[src/hdl/req_frame_pkg.sv]
package req_frame_pkg;
   localparam logic [7:0] START_BYTE = 8'h01;
   localparam logic [7:0] CMD_BURST1_NOCHK = 8'h48;
   localparam logic [7:0] CMD_BURST12_CHK = 8'h6c;
   localparam logic [7:0] CMD_BURST1_CHK = 8'h4c;
   localparam logic [7:0] ADDR_READ_PG2 = 8'h08;
   localparam logic [7:0] ADDR_PROG_PG2 = 8'h09;
   localparam logic [7:0] ADDR_LOCK_PG2 = 8'h0a;
   localparam logic [7:0] ADDR_SREAD_PG2 = 8'h0b;
   localparam logic [7:0] CNT_GEN_READ = 8'h01;
   localparam logic [7:0] CNT_SEL_READ = 8'h04;
   localparam logic [7:0] CNT_PROG = 8'h0b;
   localparam logic [7:0] CNT_SEL_PROG = 8'h0e;
   localparam logic [4:0] PROG_DATA_BYTES = 5'd8;
   localparam logic [4:0] SEL_ADDR_BYTES = 5'd3;
   localparam logic [4:0] CHECK_BYTES = 5'd2;
   localparam logic [4:0] ONE = 5'd1;
   localparam logic [4:0] ZERO5 = 5'd0;
   localparam logic [7:0] ZERO8 = 8'h00;
   typedef enum logic [3:0] {
      ST_IDLE, ST_LEN, ST_CMD, ST_BURST1, ST_BURST2, ST_COUNT, ST_DATA, ST_CHECK
   } frame_state_t;
   typedef enum logic [2:0] {
      OP_NONE, OP_GEN_READ, OP_PROG, OP_LOCK, OP_SEL_READ, OP_SEL_PROG
   } frame_op_t;
endpackage

[src/hdl/reader_host_request_framer.sv]
// Function
// - Frame opens 01; check excludes start
// - Length counts bytes before check byte
// - 48: charge-up burst only, no check
// - 6C: check, charge-up and programming bursts
// - 4C: check, charge-up burst only
// - First data byte: charge-up burst ms
// - Next byte: programming burst ms
// - Count byte gives transponder data bytes
// - General read uses address 08
// - Program uses address 09
// - Lock: 6C with address 0A
// - Selective read: address 0B, four bytes
// - Selective address three bytes, LSB first
// - Program: eight data, two check bytes
// - Selective program carries fourteen bytes
`timescale 1ns/1ps
`default_nettype none
module reader_host_request_framer (
   input wire logic clk_sys,
   input wire logic rst_n,
   input wire logic rx_valid,
   input wire logic [7:0] rx_byte,
   output logic frame_done,
   output logic frame_error,
   output logic [7:0] burst1_ms,
   output logic [7:0] burst2_ms,
   output logic burst2_en,
   output logic frame_level_check,
   output var req_frame_pkg::frame_op_t op,
   output logic [7:0] page_addr,
   output logic [23:0] sel_addr,
   output logic [63:0] prog_data,
   output logic [15:0] payload_data_check,
   output logic busy
);
   import req_frame_pkg::*;

   // ==========================================
   // State
   frame_state_t st_ff, nxt_st;
   logic [7:0] len_ff, seen_ff, cnt_ff, cmd_ff, addr_ff;
   logic [4:0] idx_ff;
   logic [7:0] b1_ff, b2_ff;
   logic [23:0] sa_ff;
   logic [63:0] pd_ff;
   logic [15:0] dc_ff;
   logic done_ff, err_ff;
   logic [7:0] xsum;

   // ==========================================
   // Decode
   wire take = rx_valid;
   wire in_frame = (st_ff != ST_IDLE);
   wire acc_clear = take && (st_ff == ST_IDLE);
   wire acc_add = take && in_frame && (st_ff != ST_CHECK);
   wire cmd_ok = (rx_byte == CMD_BURST1_NOCHK) || (rx_byte == CMD_BURST12_CHK) ||
                 (rx_byte == CMD_BURST1_CHK);
   wire has_b2 = (cmd_ff == CMD_BURST12_CHK);
   wire [7:0] seen_n = seen_ff + 8'h01;
   // Data index inside the payload, address byte is index 0
   wire [4:0] idx_n = idx_ff + ONE;
   wire last_data = (idx_n == cnt_ff[4:0]);
   wire chk_ok = (rx_byte == xsum);
   // length must match bytes counted before check byte
   wire len_ok = (seen_ff == len_ff);

   function automatic frame_op_t classify(input logic [7:0] cmd, input logic [7:0] adr,
                                          input logic [7:0] cnt);
      classify = OP_NONE;
      if (adr == ADDR_READ_PG2 && cnt == CNT_GEN_READ && cmd != CMD_BURST12_CHK)
         classify = OP_GEN_READ;
      else if (adr == ADDR_PROG_PG2 && cnt == CNT_PROG && cmd == CMD_BURST12_CHK)
         classify = OP_PROG;
      else if (adr == ADDR_PROG_PG2 && cnt == CNT_SEL_PROG && cmd == CMD_BURST12_CHK)
         classify = OP_SEL_PROG;
      else if (adr == ADDR_LOCK_PG2 && cnt == CNT_GEN_READ && cmd == CMD_BURST12_CHK)
         classify = OP_LOCK;
      else if (adr == ADDR_SREAD_PG2 && cnt == CNT_SEL_READ)
         classify = OP_SEL_READ;
   endfunction

   wire frame_op_t op_now = classify(cmd_ff, addr_ff, cnt_ff);
   wire sel_form = (cnt_ff == CNT_SEL_READ) || (cnt_ff == CNT_SEL_PROG);
   wire [4:0] sa_end = sel_form ? SEL_ADDR_BYTES : ZERO5;
   wire [4:0] pd_end = sa_end + PROG_DATA_BYTES;

   frame_xor_acc u_acc (
      .clk_sys(clk_sys),
      .rst_n(rst_n),
      .clear(acc_clear),
      .add(acc_add),
      .din(rx_byte),
      .sum(xsum)
   );

   // ==========================================
   // Next state
   always_comb begin
      nxt_st = st_ff;
      if (take) begin
         case (st_ff)
            ST_IDLE: nxt_st = (rx_byte == START_BYTE) ? ST_LEN : ST_IDLE;
            ST_LEN: nxt_st = ST_CMD;
            ST_CMD: nxt_st = cmd_ok ? ST_BURST1 : ST_IDLE;
            ST_BURST1: nxt_st = has_b2 ? ST_BURST2 : ST_COUNT;
            ST_BURST2: nxt_st = ST_COUNT;
            ST_COUNT: nxt_st = (rx_byte == ZERO8) ? ST_CHECK : ST_DATA;
            ST_DATA: nxt_st = last_data ? ST_CHECK : ST_DATA;
            ST_CHECK: nxt_st = ST_IDLE;
            default: nxt_st = ST_IDLE;
         endcase
      end
   end

   // ==========================================
   // Registers
   always_ff @(posedge clk_sys or negedge rst_n) begin
      if (!rst_n) begin
         st_ff <= ST_IDLE;
         len_ff <= ZERO8;
         seen_ff <= ZERO8;
         cnt_ff <= ZERO8;
         cmd_ff <= ZERO8;
         addr_ff <= ZERO8;
         idx_ff <= ZERO5;
         b1_ff <= ZERO8;
         b2_ff <= ZERO8;
         sa_ff <= '0;
         pd_ff <= '0;
         dc_ff <= '0;
      end else begin
         st_ff <= nxt_st;
         if (take && st_ff == ST_LEN) begin
            len_ff <= rx_byte;
            seen_ff <= ZERO8;
         end else if (take && in_frame && st_ff != ST_CHECK) begin
            seen_ff <= seen_n;
         end
         if (take && st_ff == ST_CMD) cmd_ff <= rx_byte;
         if (take && st_ff == ST_BURST1) b1_ff <= rx_byte;
         if (take && st_ff == ST_BURST2) b2_ff <= rx_byte;
         else if (take && st_ff == ST_CMD) b2_ff <= ZERO8;
         if (take && st_ff == ST_COUNT) begin
            cnt_ff <= rx_byte;
            idx_ff <= ZERO5;
         end
         if (take && st_ff == ST_DATA) begin
            idx_ff <= idx_n;
            if (idx_ff == ZERO5) addr_ff <= rx_byte;
            else if (idx_ff <= sa_end) sa_ff <= {rx_byte, sa_ff[23:8]};
            else if (idx_ff <= pd_end) pd_ff <= {rx_byte, pd_ff[63:8]};
            else dc_ff <= {rx_byte, dc_ff[15:8]};
         end
      end
   end

   // ==========================================
   // Result strobes, one cycle after the check byte or after a rejected command byte
   always_ff @(posedge clk_sys or negedge rst_n) begin
      if (!rst_n) begin
         done_ff <= 1'b0;
         err_ff <= 1'b0;
      end else begin
         done_ff <= take && st_ff == ST_CHECK && chk_ok && len_ok && op_now != OP_NONE;
         err_ff <= take && ((st_ff == ST_CHECK && !(chk_ok && len_ok && op_now != OP_NONE))
                   || (st_ff == ST_CMD && !cmd_ok));
      end
   end

   // Outputs other than busy are the captured fields; valid when frame_done pulses
   always_ff @(posedge clk_sys or negedge rst_n) begin
      if (!rst_n) begin
         burst1_ms <= ZERO8;
         burst2_ms <= ZERO8;
         burst2_en <= 1'b0;
         frame_level_check <= 1'b0;
         op <= OP_NONE;
         page_addr <= ZERO8;
         sel_addr <= '0;
         prog_data <= '0;
         payload_data_check <= '0;
         busy <= 1'b0;
      end else begin
         busy <= (nxt_st != ST_IDLE);
         if (take && st_ff == ST_CHECK && chk_ok && len_ok && op_now != OP_NONE) begin
            burst1_ms <= b1_ff;
            burst2_ms <= b2_ff;
            burst2_en <= has_b2;
            frame_level_check <= (cmd_ff != CMD_BURST1_NOCHK);
            op <= op_now;
            page_addr <= addr_ff;
            sel_addr <= sa_ff;
            prog_data <= pd_ff;
            payload_data_check <= dc_ff;
         end
      end
   end

   assign frame_done = done_ff;
   assign frame_error = err_ff;
endmodule // reader_host_request_framer
`default_nettype wire

[src/hdl/frame_xor_acc.sv]
`timescale 1ns/1ps
`default_nettype none
module frame_xor_acc (
   input wire logic clk_sys,
   input wire logic rst_n,
   input wire logic clear,
   input wire logic add,
   input wire logic [7:0] din,
   output logic [7:0] sum
);
   import req_frame_pkg::*;
   // ==========================================
   // Running xor of the bytes after start byte
   logic [7:0] acc_ff;
   logic [7:0] nxt_acc;
   assign nxt_acc = clear ? ZERO8 : (add ? (acc_ff ^ din) : acc_ff);
   assign sum = acc_ff;
   always_ff @(posedge clk_sys or negedge rst_n) begin
      if (!rst_n) begin
         acc_ff <= ZERO8;
      end else begin
         acc_ff <= nxt_acc;
      end
   end
endmodule // frame_xor_acc
`default_nettype wire

[config.mk]
export PLATFORM = sky130hd
export DESIGN_NAME = reader_host_request_framer
export DESIGN_NICKNAME = d
export VERILOG_FILES = /design/src/hdl/req_frame_pkg.sv /design/src/hdl/reader_host_request_framer.sv /design/src/hdl/frame_xor_acc.sv
export SDC_FILE = /design/constraint.sdc
export NUM_CORES = 1
export LEC_CHECK = 0
export ABC_AREA = 1
export BUFFER_PORTS_ARGS = -buffer_cell sky130_fd_sc_hd__clkbuf_2
export CORE_MARGIN = 4
export CORE_UTILIZATION = 45
export DETAILED_ROUTE_END_ITERATION = 6
export PLACE_DENSITY_LB_ADDON = 0.1
export SLEW_MARGIN = 20
export SYNTH_ARGS = -nofsm -noshare
export SYNTH_HDL_FRONTEND = slang
export SYNTH_SLANG_ARGS = --single-unit
[constraint.sdc]
create_clock -name clk_sys -period 3.2 [get_ports clk_sys]
set_input_delay 0.16 -clock clk_sys [delete_from_list [all_inputs] [get_ports clk_sys]]
set_output_delay 0.16 -clock clk_sys [all_outputs]
set_load 0.01 [all_outputs]
-- Word-level counts from Yosys, hierarchy flattened
Index checks and enable logic that the tools add are counted.
- register bits: 313
- bits in latches: 0
- memory bits (writable): 0
- bits in read-only memories: 0
- input bits: 11
- output and inout bits: 136
- logic and storage cells: 128
- memories: 0
- add/sub/neg operators: 3
- multipliers: 0
- div/mod/pow operators: 0
- order comparisons: 2
- equal/unequal tests: 26
- shift operators: 0
- muxes and demuxes: 21
- bitwise logic cells: 4
- reductions and logical operators: 47
- operator list (cell ; count):
    8-bit by 4-bit equality test with 1-bit output (second input constant) ; 6
    8-bit two-way mux ; 6
    8-bit by 7-bit equality test with 1-bit output (second input constant) ; 4
    1-bit logical AND ; 27
    3-bit case mux with 7 select lines ; 1
    4-bit by 3-bit equality test with 1-bit output (second input constant) ; 4
    8-bit by 1-bit equality test with 1-bit output (second input constant) ; 2
    8-bit equality test ; 2
    8-bit by 7-bit != test with 1-bit output (second input constant) ; 2
    3-bit two-way mux ; 5
    5-bit two-way mux ; 2
    8-bit by 1-bit adder with 8-bit output (second input constant) ; 1
    4-bit by 2-bit equality test with 1-bit output (second input constant) ; 2
    8-bit by 3-bit equality test with 1-bit output (second input constant) ; 1
    8-bit logical NOT ; 1
    4-bit AND reduction ; 2
    2-bit nonzero test ; 4
    4-bit nonzero test ; 2
    8-bit bitwise XOR ; 1
    2-bit by 4-bit adder with 5-bit output (second input constant) ; 1
    5-bit by 1-bit adder with 5-bit output (second input constant) ; 1
    5-bit equality test ; 1
    5-bit by 2-bit less-or-equal comparator with 1-bit output ; 1
    5-bit less-or-equal comparator ; 1
    13 further kinds ; 23

-- Depth between registers and ports, before layout
Gate-level depths: netlist of the first run.
- depth in word-level cells: 13
- mapped depth: 16
- mapped depth without buffers: 15

-- By module
From an unflattened synthesis of the first run, not the netlist that was laid out.
- cell total of the unflattened synthesis: 1462
- area total of the unflattened synthesis: 13274.0 um^2
- by module, submodules not included (module ; times used ; cells each ; area an instance (um^2) ; seq. area each (um^2)):
    reader_host_request_framer ; 1 ; 1419 ; 12891.1 ; 7632.3
    frame_xor_acc ; 1 ; 43 ; 382.9 ; 200.2

-- Worst setup path after synthesis of the first run
OpenSTA, ideal clock, no wires.
- path kind: flip-flop to flip-flop
- start point: register cnt_ff[1]
- end point: register pd_ff[57]
- library setup time: 0.133 ns
- arrival: 2.329 ns
- required time: 3.067 ns
- slack: 0.738 ns
- cell stages (with the launch flop): 15
- path buffers: 1
- clock period less this slack: 2.462 ns
- cell sequence: dfrtp_1 -> or2_2 -> nor3_1 -> nor2_1 -> ha_1 -> inv_1 -> o21bai_1 -> nand2_1 -> nand3_1 -> nor2_1 -> nor3_1 -> nand2_1 -> clkbuf_1 -> nand2_1 -> o21ai_0
- longest elaborated chain between the ends: 6
- elaborated cells on any way between the ends: 9
- those cells by class: add/sub (1); order compare (2); eq/ne (2); mux (1); bitwise (1); reduce/logical (2)
- ends and longest elaborated chain (what ; line ; source):
    from (decl) ; reader_host_request_framer.sv:42 ; logic [7:0] len_ff, seen_ff, cnt_ff, cmd_ff, addr_ff;
    from (signal assigned) ; reader_host_request_framer.sv:145 ; cnt_ff <= rx_byte;
    8-bit by 3-bit equality test with 1-bit output / 8-bit by 4-bit equality test with 1-bit output (equally long branches) ; reader_host_request_framer.sv:84 ; wire sel_form = (cnt_ff == CNT_SEL_READ) || (cnt_ff == CNT_SEL_PROG);
    1-bit logical OR * ; reader_host_request_framer.sv:84 ;
    2-bit two-way mux * ; reader_host_request_framer.sv:85 ; wire [4:0] sa_end = sel_form ? SEL_ADDR_BYTES : ZERO5;
    2-bit by 4-bit adder with 5-bit output / 5-bit by 2-bit less-or-equal comparator with 1-bit output (equally long branches) ; reader_host_request_framer.sv:86, reader_host_request_framer.sv:151 ;
    5-bit less-or-equal comparator / 1-bit inverter (equally long branches) ; n/a ;
    4-bit AND reduction (no source line) * ; n/a ;
    to (signal assigned) ; reader_host_request_framer.sv:152 ; else if (idx_ff <= pd_end) pd_ff <= {rx_byte, pd_ff[63:8]};
    to (decl) ; reader_host_request_framer.sv:46 ; logic [63:0] pd_ff;
Mark *: on every way between the ends. The rest lies on a longest branch, timed or not.
A chain may end at the register's enable or synchronous reset.

-- Worst setup path in the final report of the first run
- start point: register cnt_ff[1]
- end point: register pd_ff[21]
The elaborated chain is that of the path after synthesis.

==> impl_metrics.toml, run 1 <==
[synth]
yosysWarnings = 0
synth_cell_types = 28
synth_seq_cells = 313
yosys.area.top_type = "dfrtp_1"
syn_avg_cell_area_um2 = 8.82
synth_common_cells = "nand2_1 (526), dfrtp_1 (313), nand3_1 (220)"
seq_area_frac_synth = 0.608
synth_top_area_share = 0.608
syn_nets = 1478
async_reset_ff_frac = 1.00
syn-cell-area_mm2 = 0.0129
post-synth-top-count-cell = "nand2_1"
ys.flop_type = "dfrtp_1"
synthTopCellsByArea = "dfrtp_1 (61%), nand2_1 (15%), nand3_1 (8.5%)"
synth_edf_count = 0
syn_inst = 1462

[timing]
hold_viol = 0
setup_ws_ns = 0.309
finClkSkew_ns = 0.0200
min_period_ns = 2.89
tightest_slew_ns = 0.715
relSlewSlack = 0.522
max_freq_ghz = 0.346
tns_ns = 0
finalSetupViolations = 0
maxSlewViolCount = 0
rsz0062_at_grt = "false"
period_share = 0.903

[drt]
routedWlPerCell_um = 15.5
vias_per_cell = 5.02
wl_mm = 30.7
ant_nets = 0
dr.pass1.iters = 5
vias = 9953
route.detailed.drc = 0
drt_iter0_drc = 635

[layout]
diodes = 0
n_fill_cell = 2683
multi_input_area_mm2 = 0.00448
final_cell_count_no_fill = 1983
finalNetCount = 1599
syn2layout_area_growth_pct = 17.1
seq_area_mm2 = 0.00783
drive_gt1_frac = 0.140

[critical_path]
cp_num_buf_inv = 2
r2r_cells = 13
crit_path_top_delay_cell = "buf_4"
reg2reg_from = "cnt_ff[1]"
critPathTopFamily = "simple AND/OR/NAND/NOR gates"
endpoint_kind = "register"
required_ns = 3.63
rrSetupSlack_ns = 0.31
r2r_end = "pd_ff[21]"
worstPathMaxFanout = 54
critical_path_arrival_ns = 3.32
cp-start-kind = "register"
cp_cell_sequence = "or2_2 -> nor3_1 -> nor2_1 -> ha_1 -> inv_1 -> o21bai_1 -> nand2_1 -> nand3_1 -> nor2_1 -> nor3_2 -> buf_4 -> nand3_1 -> nand2_1"
crit_type = "reg -> reg"
timing.critical_path.slowest_cell_delay_ns = 0.52

[cts]
clock_tree.buffer_depth = 3
cts_resized = 0
clkSinkCount = 313
h-tree-depth = 2
insertion_delay_ns = 0.51
cts_tree = "yes"
numCtsBuffers = 35
cts-root-buf = "clkbuf_16"
clkTransAtPathRegs_ns = 0.06

[placement]
dp.final_hpwl_mm = 19.6
gp_congestion = 0.833
place.port_buffers = 146
dp.cells = 1923
pre_cts_slack_ns = 0.328

[power_and_ir_drop]
p_seq_frac = 0.480
ir_worst_vdd_mv = 0.564
leakage_nw = 8.26
switching_share = 0.306
p_per_area_mw_per_mm2 = 739
p_comb_frac = 0.180
total_power_mw = 11.2
p_int_mw = 7.75
switchingPower_mw = 3.41
clkPwrFrac = 0.341

[floorplanning]
start_util = 0.460
die_w_um = 177
dieArea_mm2 = 0.0314
rows = 61
core_mm2 = 0.0280
fp.dieH_um = 177
ios = 147

[worst_hold_path]
min_path_type = "in -> reg"
min_to = "u_acc.sum[5]"
min-delay-start = "rx_byte[5]"
min_path_cells = 3

[global_routing]
grt_usage = 0.198
grt_overflow = 0
grt_max_degree = 84
grt_pass1_vias = 9548
antenna_found_initial = 0
grt_pass1_wl_mm = 50.8

[flow_run]
maxCapViolations = 0

[outcome]
outcome = "finished clean"
## power groups by stage
stage	logic [mW]	clock network [mW]	registers [mW]
final	2.01	3.80	5.35
after global routing	2.36	4.08	5.46
after CTS	2.03	3.91	5.35
after detailed placement	2.02	0	5.41
after global placement	1.95	0	5.39
after floorplan	1.56	0	5.22
## kinds of logic after synthesis
| kind of cell | Yosys count | synth area share |
|---|---|---|
| and+or+nand+nor | 843 | 0.272 |
| muxes | 8 | 0.00699 |
| AOI/OAI and AO/OA | 124 | 0.0491 |
| buffers and inverters | 150 | 0.0466 |
| xor gates and xnor gates | 19 | 0.0129 |
| DFF | 313 | 0.608 |
| adders and majority gates | 5 | 0.00485 |
## how the worst max path moves through the flow
stage	to	from	cells after the start	slack, ns
2_1_floorplan	pd_ff[57]	cnt_ff[1]	14	0.74
3_3_place_gp	pd_ff[59]	cnt_ff[1]	14	0.41
3_5_place_dp	pd_ff[57]	cnt_ff[1]	14	0.33
4_1_cts	pd_ff[28]	cnt_ff[1]	13	0.31
5_1_grt	pd_ff[52]	cnt_ff[1]	13	0.05
6_report	pd_ff[21]	cnt_ff[1]	13	0.31
## routing by layer
metal / vias to the layer above / global-route usage / routed length [um]
li1: 4945 / - / -
met1: 4803 / 0.297 / 14900
met2: 170 / 0.304 / 13900
met3: 35 / 0.0338 / 1380
met4: 0 / 0.0426 / 507
met5: - / 0 / 0
## state kept, by name, indices dropped and copies added, names as in the netlist, 16 cells and up
register and cells:
sa_ff 24, sel_addr 24, dc_ff 16, prog_data 64
pd_ff 64, payload_data_check 16
## layout by cell type, fill, tap and decap left out, drive strengths merged, types with 3 or more instances in the layout
cell type / count
mux2: 8
inv: 69
nand3: 221
nor3: 13
ha: 5
o21ai: 103
buf: 19
xor2: 4
xnor2: 15
clkbuf: 202
or2: 4
nand2: 526
nand4: 6
nor2: 72
a21oi: 14
dfrtp: 313
o22ai: 3
## what timing repair did
action,CTS,global route
hold buffers,1,0
setup buffers,0,0
hold endpoints to repair,78,0
## area by class of cell
type / instances / share of cell area
repair buffers: 165 / 0.0645
clock buffers: 57 / 0.0690
well taps: 378 / 0.0313
multi-input cells: 999 / 0.297
inverters: 69 / 0.0172
flip-flops and latches: 313 / 0.519
clock inverters: 2 / 0.00249
## per-stage QoR
stage               area (um^2)   util  hold slack [ns]
floorplan                 12900      -           -0.136
global placement          14000  0.500            0.204
detailed placement        14000  0.500            0.208
CTS                       15100  0.539           0.0157
global route              15100  0.539           0.0565
finish                    15100  0.539           0.0248
## worst reg2reg max path: stages, from the launching register on
cell and delay (ns):
dfrtp_1 0.42, or2_2 0.30, nor3_1 0.24, nor2_1 0.10, ha_1 0.30, inv_1 0.04, o21bai_1 0.11, nand2_1 0.06
nand3_1 0.12, nor2_1 0.08, nor3_2 0.24, buf_4 0.53, nand3_1 0.18, nand2_1 0.10
(Power assumes the default switching activity.)
==> inputs of run 2 (changes only) <==
- CORE_UTILIZATION: 45 -> 58
==> impl_metrics.toml, run 2 (synthesis results as in run 1) <==
[cts]
h-tree-depth = 1
cts_tree = "yes"
cts_resized = 0
numCtsBuffers = 31
cts-root-buf = "clkbuf_16"
cts_setup_buffers = 0
clkSinkCount = 313
clock_tree.buffer_depth = 3
insertion_delay_ns = 0.55
clkTransAtPathRegs_ns = 0.06

[layout]
most-common-layout-cells = "nand2_1 (523), dfrtp_1 (313), nand3_1 (220), clkbuf_2 (145), o21ai_0 (103)"
drive_gt1_frac = 0.141
n_fill_cell = 1763
final_common_cell = "nand2_1"
diodes = 0
finalNetCount = 1600
top_regs = "pd_ff (64), prog_data (64)"
syn2layout_area_growth_pct = 16.1

[timing]
period_share = 0.894
relSlewSlack = 0.476
maxSlewViolCount = 0
hold_viol = 0
max_freq_ghz = 0.350
setup_ws_ns = 0.339
rsz0062_at_grt = "false"
finalSetupViolations = 0
finClkSkew_ns = 0.0125
tightest_slew_ns = 0.785
tns_ns = 0
min_period_ns = 2.86

[drt]
dr.pass1.iters = 5
vias_per_cell = 5.32
routedWlPerCell_um = 15.4
ant_nets = 0
wl_mm = 29.1
vias = 10100
drt_iter0_drc = 707
route.detailed.drc = 0

[global_routing]
antenna_found_initial = 0
grt_overflow = 0
grt_max_degree = 127
grt_usage = 0.240
grt_pass1_wl_mm = 49.1
grt_pass1_vias = 9608

[critical_path]
r2r_cells = 13
rrSetupSlack_ns = 0.34
cpMostUsedCell = "nor2_1"
crit_path_top_delay_cell = "buf_4"
crit_type = "reg -> reg"
cp-start-kind = "register"
worstPathMaxFanout = 72
critical_path_depth = 13
critPathTopFamily = "simple AND/OR/NAND/NOR gates"
required_ns = 3.59
endpoint_kind = "register"
cp_num_buf_inv = 2
critical_path_arrival_ns = 3.25
reg2reg_from = "cnt_ff[1]"
timing.critical_path.slowest_cell_delay_ns = 0.54
r2r_end = "pd_ff[59]"
cp_cell_sequence = "or2_2 -> nor3_1 -> nor2_1 -> ha_1 -> inv_1 -> o21bai_1 -> nand2_1 -> nand3_1 -> nor2_1 -> nor3_2 -> nand2_2 -> buf_4 -> o21ai_0"

[floorplanning]
fp.dieH_um = 157
rows = 54
ios = 147
dieArea_mm2 = 0.0247
core_mm2 = 0.0218
die_w_um = 157
start_util = 0.591

[flow_run]
maxCapViolations = 0

[worst_hold_path]
min-delay-start = "rx_byte[7]"
min_path_cells = 3
min_to = "u_acc.sum[7]"
min_path_type = "in -> reg"

[outcome]
outcome = "finished clean"

[power_and_ir_drop]
leakage_nw = 8.27
p_per_area_mw_per_mm2 = 731
ir_worst_vdd_mv = 0.682

[placement]
place.port_buffers = 146
pre_cts_slack_ns = 0.383
dp.final_hpwl_mm = 18.2
gp_congestion = 0.843
run 2: changes by cell type in the layout (fill, tap and decap cells not counted), sizes merged:
cell / change
clkbuf: -8
clkinv: +6
dlygate4sd3: +6
buf: -1
bufinv: +1
clkinvlp: -1
inv: +1
run 2: worst max path at each step:
| stage | slack (ns) | from | end |
|---|---|---|---|
| after floorplan | 0.74 | cnt_ff[1] | pd_ff[57] |
| after global placement | 0.45 | cnt_ff[1] | pd_ff[32] |
| final | 0.34 | cnt_ff[1] | pd_ff[59] |
| after CTS | 0.33 | cnt_ff[1] | pd_ff[59] |
| after global routing | 0.10 | cnt_ff[1] | pd_ff[59] |
| after detailed placement | 0.38 | cnt_ff[1] | pd_ff[61] |
run 2: routing by layer:
metal / GRT usage / share of wire / vias up
met4: 0.0488 / 0.017 / 0
met2: 0.373 / 0.47 / 243
met3: 0.0346 / 0.050 / 38
li1: - / - / 4960
met1: 0.368 / 0.47 / 4816
met5: 0 / 0 / -
run 2: where the power goes:
group,switching (mW),total [mW],internal [mW]
registers,0.615,5.34,4.73
clock network,1.47,3.58,2.11
logic,1.28,2.01,0.725
run 2: what timing repair did:
action,CTS,global route
setup endpoints to repair,0,0
endpoints found under the hold margin,103,0
hold buffers,7,0
run 2: tightest hold or removal path, cell delays in order:
cell and delay [ns]:
clkbuf_2 0.12, xnor2_1 0.14, o21ai_0 0.10
run 2: per-stage QoR:
stage / util / total power [mW] / cell area (um^2) / hold slack (ns) / instances
2_1_floorplan: - / 6.78 / 12900 / -0.136 / 1462
3_3_place_gp: 0.636 / 7.29 / 13900 / 0.266 / 1824
3_5_place_dp: 0.636 / 7.39 / 13900 / 0.265 / 1824
4_1_cts: 0.686 / 11.0 / 15000 / 0.00916 / 1889
5_1_grt: 0.686 / 11.6 / 15000 / 0.0318 / 1889
6_report: 0.686 / 10.9 / 15000 / 0.0256 / 1889
run 2: cell type report:
type	count	area (um^2)	share of cell area
Clock inverter	9	98.8	0.00661
Tap cell	280	350	0.0234
Inverter	69	259	0.0173
Clock buffer	49	913	0.0611
Timing Repair Buffer	170	1030	0.0686
Sequential cell	313	7830	0.524
Multi-Input combinational cell	999	4480	0.299
==> inputs of run 3 (changes only) <==
--- a/config.mk
+++ b/config.mk
@@ -10,3 +10,3 @@
 export CORE_MARGIN = 4
-export CORE_UTILIZATION = 58
+export CORE_UTILIZATION = 35
 export DETAILED_ROUTE_END_ITERATION = 6
==> constraint.sdc (replaced) <==
create_clock -name clk_sys -period 3.2 [get_ports clk_sys]
set_input_delay 0 -clock clk_sys [delete_from_list [all_inputs] [get_ports clk_sys]]
set_output_delay 0 -clock clk_sys [all_outputs]
set_load 0.01 [all_outputs]
==> impl_metrics.toml, run 3 (synthesis results as in run 1) <==
[floorplanning]
start_util = 0.354
rows = 70
die_w_um = 200
core_mm2 = 0.0364
dieArea_mm2 = 0.0400
ios = 147
fp.dieH_um = 200

[drt]
route.detailed.drc = 0
wl_mm = 34.3
dr.pass1.iters = 5
vias = 10000
vias_per_cell = 4.79
drt_iter0_drc = 627
routedWlPerCell_um = 16.4
ant_nets = 0

[timing]
max_freq_ghz = 0.369
tns_ns = 0
relSlewSlack = 0.454
maxSlewViolCount = 0
min_period_ns = 2.71
finClkSkew_ns = 0.0177
period_share = 0.846
hold_viol = 0
setup_ws_ns = 0.491
rsz0062_at_grt = "false"
tightest_slew_ns = 0.820
finalSetupViolations = 0

[layout]
drive_gt1_frac = 0.147
final_cell_count_no_fill = 2092
finalNetCount = 1612
most-common-layout-cells = "nand2_1 (523), dfrtp_1 (313), nand3_1 (220), clkbuf_2 (145), o21ai_0 (103)"
syn2layout_area_growth_pct = 20.1
top_regs = "pd_ff (64), prog_data (64)"
diodes = 0
final_common_cell = "nand2_1"

[critical_path]
critical_path_arrival_ns = 3.10
worstPathMaxFanout = 45
reg2reg_from = "cnt_ff[1]"
crit_type = "reg -> reg"
endpoint_kind = "register"
r2r_cells = 14
r2r_end = "pd_ff[62]"
crit_start = "cnt_ff[1]"
cp-start-kind = "register"
rrSetupSlack_ns = 0.49
required_ns = 3.59

[placement]
dp.cells = 2014
place.port_buffers = 146
dp.final_hpwl_mm = 21.6
gp_congestion = 0.782
pre_cts_slack_ns = 0.461

[global_routing]
grt_overflow = 0
antenna_found_initial = 1
grt_usage = 0.175
grt_pass1_vias = 9756
grt_pass1_wl_mm = 55.7
grt_max_degree = 104

[power_and_ir_drop]
total_power_mw = 11.7
p_comb_frac = 0.173
leakage_nw = 8.39
clkPwrFrac = 0.367
ir_worst_vdd_mv = 0.392
switching_share = 0.308
p_per_area_mw_per_mm2 = 754
p_int_mw = 8.08
switchingPower_mw = 3.60
p_seq_frac = 0.460

[cts]
numCtsBuffers = 38
insertion_delay_ns = 0.54
clkTransAtPathRegs_ns = 0.06
clkSinkCount = 313
cts_tree = "yes"
cts-root-buf = "clkbuf_16"
clock_tree.buffer_depth = 3
h-tree-depth = 2

[flow_run]
maxCapViolations = 0

[outcome]
outcome = "finished clean"

[worst_hold_path]
min_path_type = "in -> async"
-- run 3: critical path, cell delays in order (launching register included) --
cell and delay, ns:
dfrtp_1 0.42, or2_2 0.30, nor3_1 0.24, nor2_1 0.10, ha_1 0.30, inv_1 0.04, o21bai_1 0.12, nand2_1 0.06
nand3_1 0.12, nor2_1 0.08, nor3_2 0.24, nand2_2 0.08, buf_4 0.28, nand2_1 0.10, o21ai_0 0.08
-- run 3: power by group through the flow --
stage	sequential (mW)	clock, mW	combinational, mW
final	5.37	4.28	2.02
after global routing	5.48	4.60	2.38
after CTS	5.36	4.42	2.06
after detailed placement	5.42	0	2.04
after global placement	5.41	0	1.99
after floorplan	5.22	0	1.56
-- run 3: layout make-up --
cell class                 instances  area [um^2]
fill                            3718        21000
sequential                       313         7830
multi-input combinational        999         4480
clock buffer                      59         1140
timing repair buffer             175         1070
tap                              468          586
inverter                          69          259
clock inverter                     9          104
-- run 3: metal layers --
metal / GRT usage / routed length [um] / vias up / part of all wire
li1: - / - / 4977 / -
met1: 0.255 / 16600 / 4840 / 0.48
met2: 0.275 / 15900 / 171 / 0.46
met3: 0.0334 / 1300 / 37 / 0.038
met4: 0.0365 / 460 / 0 / 0.013
met5: 0 / 0 / - / 0
-- run 3: repair_timing --
| item | 4_1_cts | 5_1_grt |
|---|---|---|
| gates resized for setup | 0 | 0 |
| hold buffers | 10 | 0 |
| endpoints found under the hold margin | 114 | 0 |
| buffers inserted | 0 | 0 |
| setup endpoints to repair | 0 | 0 |
-- run 3: worst max-delay path by stage --
stage	end	slack [ns]
6_report	pd_ff[62]	0.49
5_1_grt	pd_ff[62]	0.19
4_1_cts	pd_ff[62]	0.48
3_5_place_dp	pd_ff[62]	0.46
3_3_place_gp	pd_ff[62]	0.48
2_1_floorplan	pd_ff[57]	0.74
-- run 3: stage by stage --
step / util / hold slack, ns / cell area, um^2
global route: 0.425 / 0.186 / 15500
floorplan: - / -0.296 / 12900
detailed placement: 0.388 / 0.126 / 14100
CTS: 0.425 / 0.137 / 15500
global placement: 0.388 / 0.119 / 14100
finish: 0.425 / 0.107 / 15500
